File: src/shutter_map.vh
`ifndef SHUTTER_MAP_VH
`define SHUTTER_MAP_VH
// Purpose: constants for the shutter command and status block
// Assumes: one clock, synchronous active-high reset
// Notes:   command codes are carried on a 3-bit opcode port
`define CMD_OPEN       3'h1
`define CMD_CLOSE      3'h2
`define CMD_QUERY      3'h3
`define CMD_SET_MASK   3'h4
`define CMD_SAVE       3'h5
`define CMD_DEFAULTS   3'h6
`define MASK_RESET     8'h00
`define ST_DEENERG0    0
`define ST_DEENERG1    1
`define ST_CLOSED0     2
`define ST_CLOSED1     3
`define ST_PRESENT     4
`define ST_ZERO_BITS   3'h0
`define ST_ZERO_HI     7
`define ST_ZERO_LO     5
`define STATUS_NONE    8'h00
`endif

File: src/shutter_command_status.v
// Purpose: shutter open/close/query/mask command executor with status byte
// Assumes: commands arrive as one-cycle strobes with a 3-bit code decoded here; card inputs synchronous
// Notes:   two shutters per card; coil outputs one bit per shutter
module shutter_command_status #(
   parameter NCARDS = 4,                 // Card slots
   parameter NSH    = 8,                 // Shutters (two per card, mask width)
   parameter IW     = 3,                 // Index width
   parameter CW     = 2                  // Card index width
) (
   input  wire            I_MCLK,        // System clock, 200 MHz
   input  wire            I_SRST,        // Synchronous reset, active high
   input  wire            i_cmd_valid,   // Command strobe
   input  wire [2:0]      i_cmd_op,      // Command code
   input  wire            i_cmd_has_idx, // Index argument present
   input  wire [7:0]      i_cmd_arg,     // Index or mask value
   input  wire [NCARDS-1:0] i_card_present, // Card installed and responding
   input  wire [NSH-1:0]  i_sens_fitted, // Position sensor fitted
   input  wire [NSH-1:0]  i_sens_open,   // Sensor reports open
   output reg  [NSH-1:0]  o_coil_energize, // Coil drive per shutter
   output reg  [7:0]      o_status,      // Query answer byte
   output reg             o_status_valid, // Query answer strobe
   output reg  [7:0]      o_mask,        // Current polarity mask
   output reg  [7:0]      o_saved_mask,  // Mask held in flash
   output reg             o_save_done    // Save completed strobe
);
`include "shutter_map.vh"

   // Command strobes, one per code
   wire           cmd_open;       // Open request taken this edge
   wire           cmd_close;      // Close request taken this edge
   wire           cmd_query;      // Status request taken this edge
   wire           cmd_set_mask;   // Mask load taken this edge
   wire           cmd_defaults;   // Defaults restore taken this edge
   wire           cmd_save;       // Parameter save taken this edge

   // Shutter index and its acceptance
   wire [IW-1:0]  idx;            // Shutter number carried by the argument
   wire [CW-1:0]  idx_card;       // Card that serves that shutter
   wire           idx_in_range;   // Argument names an existing slot
   wire           idx_ok;         // Slot exists and its card answers
   wire           drive_req;      // Accepted open or close
   wire [NSH-1:0] idx_onehot;     // One bit per shutter, set for the target

   // Working state and next values
   reg  [7:0]     mask_r;         // Working polarity mask, set bit = normally closed
   reg  [7:0]     mask_nxt;       // Mask after this edge
   reg  [CW-1:0]  last_card_r;    // Card of the last accepted open or close
   reg  [CW-1:0]  last_card_nxt;  // Card after this edge
   reg            save_pend_r;    // Save taken, done strobe follows
   wire [NSH-1:0] coil_nxt;       // Coil drive after this edge
   wire [7:0]     nv_rdata;       // Stored mask read back

   // Query path
   reg  [CW-1:0]  q_card;         // Card whose status is reported
   reg  [7:0]     q_byte;         // Status byte of that card

   // Card number serving a shutter index
   function [CW-1:0] card_of;
      input [7:0] a;
      begin
         card_of = a[CW:1];
      end
   endfunction

   // Coil level for an open or close: a set mask bit swaps the sense
   function coil_level;
      input close_req;            // High for close, low for open
      input nc_bit;               // Polarity mask bit of the shutter
      begin
         coil_level = close_req ^ nc_bit;
      end
   endfunction

   // Position bit: high when closed or when no sensor can tell
   function closed_or_blind;
      input fitted;               // Sensor present
      input seen_open;            // Sensor reports open
      begin
         closed_or_blind = ~(fitted & seen_open);
      end
   endfunction

   // Decode the code of a taken command; unknown codes do nothing
   assign cmd_open     = i_cmd_valid && (i_cmd_op == `CMD_OPEN);
   assign cmd_close    = i_cmd_valid && (i_cmd_op == `CMD_CLOSE);
   assign cmd_query    = i_cmd_valid && (i_cmd_op == `CMD_QUERY);
   assign cmd_set_mask = i_cmd_valid && (i_cmd_op == `CMD_SET_MASK);
   assign cmd_defaults = i_cmd_valid && (i_cmd_op == `CMD_DEFAULTS);
   assign cmd_save     = i_cmd_valid && (i_cmd_op == `CMD_SAVE);

   // Index check: the slot must exist and its card must answer
   assign idx          = i_cmd_arg[IW-1:0];
   assign idx_card     = card_of(i_cmd_arg);
   assign idx_in_range = (i_cmd_arg < NSH);
   assign idx_ok       = idx_in_range && i_card_present[idx_card];
   assign drive_req    = (cmd_open || cmd_close) && idx_ok;
   assign idx_onehot   = {{(NSH-1){1'b0}}, 1'b1} << idx;

   // Per-shutter coil next value: only the accepted target moves
   genvar g;
   generate
      for (g = 0; g < NSH; g = g + 1) begin : g_coil
         wire hit;                // This shutter is the accepted target
         assign hit         = drive_req & idx_onehot[g];
         assign coil_nxt[g] = hit ? coil_level(cmd_close, mask_r[g])
                                  : o_coil_energize[g];
      end
   endgenerate

   // Status byte of the selected card; an absent card reads as zero
   always @* begin
      q_card = i_cmd_has_idx ? card_of(i_cmd_arg) : last_card_r;
      q_byte = `STATUS_NONE;
      if (i_card_present[q_card]) begin
         q_byte[`ST_DEENERG0] = ~o_coil_energize[{q_card, 1'b0}];
         q_byte[`ST_DEENERG1] = ~o_coil_energize[{q_card, 1'b1}];
         q_byte[`ST_CLOSED0]  = closed_or_blind(i_sens_fitted[{q_card, 1'b0}],
                                                i_sens_open[{q_card, 1'b0}]);
         q_byte[`ST_CLOSED1]  = closed_or_blind(i_sens_fitted[{q_card, 1'b1}],
                                                i_sens_open[{q_card, 1'b1}]);
         q_byte[`ST_PRESENT]  = 1'b1;
         q_byte[`ST_ZERO_HI:`ST_ZERO_LO] = `ST_ZERO_BITS;
      end
   end

   // Coil drive register; reset leaves every shutter in its normal state
   always @(posedge I_MCLK) begin
      if (I_SRST) begin
         o_coil_energize <= {NSH{1'b0}};
      end else begin
         o_coil_energize <= coil_nxt;
      end
   end

   // Next mask: load wins over restore, otherwise hold
   always @* begin
      mask_nxt = mask_r;
      if (cmd_set_mask) begin
         mask_nxt = i_cmd_arg;
      end else if (cmd_defaults) begin
         mask_nxt = `MASK_RESET;
      end
   end

   // Working polarity mask
   always @(posedge I_MCLK) begin
      if (I_SRST) begin
         mask_r <= `MASK_RESET;
      end else begin
         mask_r <= mask_nxt;
      end
   end

   // Next card for an unqualified query: only accepted drives move it
   always @* begin
      last_card_nxt = last_card_r;
      if (drive_req) begin
         last_card_nxt = idx_card;
      end
   end

   // Last addressed card; starts at the card of shutters 0 and 1
   always @(posedge I_MCLK) begin
      if (I_SRST) begin
         last_card_r <= {CW{1'b0}};
      end else begin
         last_card_r <= last_card_nxt;
      end
   end

   // Query answer, held until the next query, and its one-cycle strobe
   always @(posedge I_MCLK) begin
      if (I_SRST) begin
         o_status       <= `STATUS_NONE;
         o_status_valid <= 1'b0;
      end else begin
         o_status_valid <= cmd_query;
         if (cmd_query) begin
            o_status <= q_byte;
         end
      end
   end

   // Save strobe chain: done pulses one edge after the save is taken
   always @(posedge I_MCLK) begin
      if (I_SRST) begin
         save_pend_r <= 1'b0;
         o_save_done <= 1'b0;
      end else begin
         save_pend_r <= cmd_save;
         o_save_done <= save_pend_r;
      end
   end

   // Mirror mask and stored copy onto outputs
   always @(posedge I_MCLK) begin
      if (I_SRST) begin
         o_mask       <= `MASK_RESET;
         o_saved_mask <= `MASK_RESET;
      end else begin
         o_mask       <= mask_r;
         o_saved_mask <= nv_rdata;
      end
   end

   // Flash copy of working parameters; the stored copy shows two edges later
   shutter_nv_store #(.WIDTH(8)) u_nv (
      .clk   (I_MCLK),
      .we    (cmd_save),
      .wdata (mask_r),
      .rdata (nv_rdata)
   );
endmodule

File: src/shutter_nv_store.v
// Purpose: non-volatile parameter store holding the saved polarity mask
// Assumes: write strobe one cycle; read data registered
// Notes:   models the flash word that keeps the mask
module shutter_nv_store #(
   parameter WIDTH = 8
) (
   input  wire             clk,     // System clock
   input  wire             we,      // Save strobe
   input  wire [WIDTH-1:0] wdata,   // Value to store
   output reg  [WIDTH-1:0] rdata    // Stored value
);
   reg [WIDTH-1:0] mem_r;

   // Store on save, read out through a register
   always @(posedge clk) begin
      if (we) begin
         mem_r <= wdata;
      end
      rdata <= mem_r;
   end
endmodule

File: config.mk
export PLATFORM = sky130hd
export DESIGN_NAME = shutter_command_status
export DESIGN_NICKNAME = d
export VERILOG_FILES = /design/src/shutter_command_status.v /design/src/shutter_nv_store.v
export VERILOG_INCLUDE_DIRS = /design/src
export SDC_FILE = /design/constraint.sdc
export NUM_CORES = 1
export LEC_CHECK = 0
export BUFFER_PORTS_ARGS = -buffer_cell sky130_fd_sc_hd__buf_2
export CAP_MARGIN = 20
export CORE_UTILIZATION = 50
export DETAILED_ROUTE_END_ITERATION = 10
export PLACE_DENSITY = 0.78
export SYNTH_ARGS = -nofsm -noshare
export SYNTH_HDL_FRONTEND = slang
export SYNTH_SLANG_ARGS = --single-unit
File: constraint.sdc
create_clock -name I_MCLK -period 1.5 [get_ports I_MCLK]
set_input_delay 0 -clock I_MCLK [delete_from_list [all_inputs] [get_ports I_MCLK]]
set_output_delay 0 -clock I_MCLK [all_outputs]
set_load 0.01 [all_outputs]
# After elaboration in Yosys (flattened, before gate mapping)
# Cells that the tools add are included.
# totals
in_bits,35
output_inout_bits,34
elab_cells,82
register_bits,61
# classes
magnitude_cmp,5
bitwise,22
reduce_logical,10
n_shift,1
n_mux,20
eq_ne,6
# op_table
cell,count
1-bit binary-select mux with 2-bit select,8
8-bit 2-to-1 mux,2
1-bit AND,10
3-bit equality test (second input constant),3
1-bit logical AND,8
3-bit by 4-bit < comparator with 1-bit output (second input constant),2
8-bit by 4-bit < comparator with 1-bit output (second input constant),1
1-bit 2-to-1 mux,8
1-bit by 3-bit left shift with 8-bit output (first input constant),1
1-bit bitwise XOR,8
3-bit by 2-bit equality test with 1-bit output (second input constant),2
2-bit by 3-bit < comparator with 1-bit output (second input constant),2
5-bit 2-to-1 mux,1
1-bit inverter,4
3-bit by 1-bit equality test with 1-bit output (second input constant),1
2-bit 2-to-1 mux,1
2-bit nonzero test,1
1-bit logical OR,1

# Longest topological paths before layout
# depth
depth_word,6
ltp_mapped,5
mapped_depth_nobuf,4

# By module
# From an unflattened synthesis, not the netlist that was laid out.
# hier_totals
hier_cells,205
hier_area_um2,2301.0
# modules_own_cells
module,n_inst,cells_each,area_each_um2,seq_area_each_um2
shutter_command_status,1,189,1900.6,840.8
shutter_nv_store,1,16,400.4,400.4

# Worst setup path before layout
# OpenSTA, ideal clock, no wires.
# synth_timing
kind,in2reg
from,in i_cmd_arg[4]
to,reg o_coil_energize[4]
stages,4
n_path_buf,0
setup_slack_ns,0.207
required_time_ns,1.379
setup_time_ns,0.121
arrival_time_ns,1.172
cell_sequence,nor4b_1 > nand3_1 > nor4_1 > mux2_2
# synth_via
elab_chain_len,4
# synth_rtl
item,line_no,rtl
from (decl),shutter_command_status.v:15,"input wire [7:0] i_cmd_arg,"
8-bit by 4-bit < comparator with 1-bit output,shutter_command_status.v:94,assign idx_in_range = (i_cmd_arg < NSH);
1-bit logical AND,shutter_command_status.v:95,assign idx_ok = idx_in_range && i_card_present[idx_card];
1-bit logical AND,shutter_command_status.v:96,assign drive_req = (cmd_open || cmd_close) && idx_ok;
1-bit AND,shutter_command_status.v:104,assign hit = drive_req & idx_onehot[g];
to (signal assigned),shutter_command_status.v:129,o_coil_energize <= {NSH{1'b0}};
to (signal assigned),shutter_command_status.v:131,o_coil_energize <= coil_nxt;
to (decl),shutter_command_status.v:19,"output reg [NSH-1:0] o_coil_energize,"
# Every way passes these cells.
# A chain may end at the register's enable or synchronous reset.

# Worst setup path in the final report
# layout_timing
from,reg last_card_r[0]
to,reg o_status[1]
# layout_via
elab_chain_len,5
word_cells_on_any_way,7
cone_classes,mux: 6; bitwise: 1
# layout_rtl
item,line_no,rtl
from (decl),shutter_command_status.v:47,reg [CW-1:0] last_card_r;
from (signal assigned),shutter_command_status.v:165,last_card_r <= {CW{1'b0}};
from (signal assigned),shutter_command_status.v:167,last_card_r <= last_card_nxt;
2-bit 2-to-1 mux *,shutter_command_status.v:112,q_card = i_cmd_has_idx ? card_of(i_cmd_arg) : last_card_r;
1-bit binary-select mux with 2-bit select,shutter_command_status.v:116,"q_byte[`ST_DEENERG1] = ~o_coil_energize[{q_card, 1'b1}];"
1-bit 2-to-1 mux (implied by the code),shutter_command_status.v:116,
1-bit inverter,shutter_command_status.v:116,
5-bit 2-to-1 mux *,shutter_command_status.v:114,if (i_card_present[q_card]) begin
to (signal assigned),shutter_command_status.v:174,o_status <= `STATUS_NONE;
to (signal assigned),shutter_command_status.v:179,o_status <= q_byte;
to (decl),shutter_command_status.v:20,"output reg [7:0] o_status,"
# Every way passes the cells marked *; elsewhere a longest branch is shown, timed or not. The select of a mux whose other input is x is not followed.

==> qor.yml <==
cts_sinks: 58
post-synth-top-count-cell: "dfxtp_1"
drc: 0
grt_pass1_wl_mm: 7.49
arrival_ns: 1.58
synthDominantCellAreaShare: 0.441
yosysSeqAreaShare: 0.547
cts.clk_slew.worst_paths_ns: 0.06
die_h_um: 69.4
worstHoldPathType: "input pin to flop"
p_sw_mw: 0.710
io_buffers: 65
core_mm2: 0.00435
min_period_over_period: 0.893
htreeDepth: 3
min_from: "i_cmd_arg[2]"
status: "finished, final reports clean"
num_rows: 24
area_growth_pct: 32.0
ys_async_sr_fraction: 0
yosys_warnings: 0
power_density_mw_per_mm2: 1160
io_pins: 69
antenna_cells: 0
ys.flop_type: "dfxtp_1"
grt_max_degree: 23
clock_latency_ns: 0.33
worstSetupEndpoint: "o_status[1]$_SDFFE_PP0P_"
die_w_um: 69.4
r2r_slack_ns: 0.16
max_slew_margin: 0.643
p_sw_frac: 0.204
startpoint_type: "flop"
rsz0062_at_grt: "false"
power_frac_seq: 0.465
ir_drop_mv: 0.585
dr.pass1.iters: 5
synth_edf_count: 8
hold_violations: 0
avgSynthCellArea_um2: 11.1
critPathTopFamily: "flip-flops"
fin_crit_ns: 1.34
grt_pass1_vias: 1631
vias_per_cell: 5.15
internal_power_mw: 2.76
cts_tree: "done"
setup_violations: 0
crit_start: "last_card_r[0]$_SDFFE_PP0P_"
cts_root_buf: "clkbuf_8"
grt-ovfl-total: 0
syn_area_mm2: 0.00227
final_util: 0.689
skew_ns: 0.00626
synth_top_area_cell: "dfxtp_1"
p_total_mw: 3.47
drtAntennaViolNets: 0
p_leak_nw: 1.36
finalWirelength_mm: 4.52
path_depth: 5
numCtsBuffers: 9
place_inst: 324
drt-initial-drc-count: 48
clockPowerShare: 0.458
place.gp.congestion: 0.762
fmax_mhz: 746
path_max_fanout: 5
cts_setup_buffers: 0
maxCapViolCount: 0
ff2ff_path_depth: 5
worst_setup_path_end_kind: "flop"
cp_slowest_cell: "dfxtp_1"
tightest_slew_ns: 0.534
dieArea_mm2: 0.00482
ys_top_cells_by_count: "dfxtp_1, nor2b_1, nand2_1, mux2i_1, nor2_1"
combPwrFrac: 0.077
track_usage: 0.202
synth.distinct_cells: 38
ys_ff_latch: 58
max_stage_delay_ns: 0.34
final_net_count: 324
initial_core_util: 0.522
drive_gt1_frac: 0.364
layout.cells.non_filler: 346
slew_violations: 0
grt_antenna_before_repair: 0
dpl.hpwl_mm: 3.12
path_class: "flop to flop"
worstPathCellList: "mux2i_2 -> or2_0 -> a221oi_2 -> buf_4 -> o31ai_1"
cts_buffer_depth: 2
rr_endpoint: "o_status[1]$_SDFFE_PP0P_"
crit_required_ns: 1.74
syn_inst: 204
cp.buffers_inverters: 1
rr_startpoint: "last_card_r[0]$_SDFFE_PP0P_"
wire_per_inst_um: 13.1
synth_area_leaders: "dfxtp_1, edfxtp_1, nor2b_1"
num_vias: 1781
per-stage QoR:
step	cell area [µm²]	worst slack (ns)	TNS, ns	hold slack (ns)
global placement	2720	0.0681	0	0.229
global route	3000	0.0149	0	0.0286
detailed placement	2720	-0.0104	-0.0193	0.229
finish	3000	0.160	0	0.0361
floorplan	2280	0.207	0	0.126
CTS	3000	0.107	0	0.0121
cells by family (layout without fill, tap and decap cells):
| logic type | count (synthesis) | in the layout | synth area share |
|---|---|---|---|
| compound gates | 21 | 21 | 0.0711 |
| flops | 58 | 58 | 0.547 |
| other cells | 1 | 3 | 0.00165 |
| buf+inv | 12 | 100 | 0.0292 |
| mux | 27 | 27 | 0.138 |
| xor+xnor | 9 | 9 | 0.0347 |
| simple gates | 76 | 76 | 0.179 |
cell type report:
class | count | area [µm²]
flip-flops and latches | 58 | 1240
inverters | 1 | 3.75
multi-input cells | 136 | 977
repair buffers | 83 | 488
clock inverters | 2 | 60.1
clock buffers | 14 | 163
fillers | 323 | 1360
well taps | 52 | 65.1
sequential cells by signal, indices dropped and copies added, names as in the netlist:
name,count
u_nv.rdata,8
o_save_done,1
last_card_r,2
o_saved_mask,8
o_coil_energize,8
u_nv.mem_r,8
o_status,5
save_pend_r,1
mask_r,8
o_status_valid,1
o_mask,8
layer usage:
layer | routed length, µm | vias to the layer above | GRT usage
met1 | 2030 | 833 | 0.238
met5 | 0 | - | 0
met4 | 79 | 0 | 0.0794
met3 | 248 | 9 | 0.0785
li1 | - | 876 | -
met2 | 2170 | 63 | 0.331
power groups by stage:
| stage | Combinational [mW] | Sequential, mW | Clock, mW |
|---|---|---|---|
| 2_1_floorplan | 0.135 | 1.66 | 0 |
| 3_3_place_gp | 0.250 | 1.65 | 0 |
| 3_5_place_dp | 0.253 | 1.65 | 0 |
| 4_1_cts | 0.268 | 1.62 | 1.62 |
| 5_1_grt | 0.292 | 1.62 | 1.68 |
| 6_report | 0.268 | 1.62 | 1.59 |
repair_timing:
item                                    CTS  global route
endpoints found under the setup margin    0             3
hold endpoints to repair                  6             0
hold buffers                              6             0
resized for setup                         0             1
cells in the final DEF (no fill, tap or decap), drive strengths merged, types with 2 or more instances in the layout:
cell,Yosys,routed
buf,6,77
dfxtp,50,50
nor2b,27,27
nand2,16,16
mux2i,15,15
clkbuf,5,14
nor2,12,12
mux2,11,11
a22o,8,8
xnor2,8,8
edfxtp,8,8
nor3,7,7
dlygate4sd3,0,6
o31ai,4,4
o21ai,4,4
nor4,3,3
nand2b,3,3
conb,1,3
bufinv,0,2
or2,2,2
worst min path at each step:
stage | endpoint | slack (ns) | cells after the start
2_1_floorplan | mask_r[0]$_SDFFE_PP0P_ | 0.13 | 1
3_3_place_gp | mask_r[6]$_SDFFE_PP0P_ | 0.23 | 2
3_5_place_dp | mask_r[7]$_SDFFE_PP0P_ | 0.23 | 2
4_1_cts | mask_r[1]$_SDFFE_PP0P_ | 0.01 | 2
5_1_grt | mask_r[2]$_SDFFE_PP0P_ | 0.03 | 2
6_report | mask_r[2]$_SDFFE_PP0P_ | 0.04 | 2
No activity file was read; power rests on OpenSTA's default activity.
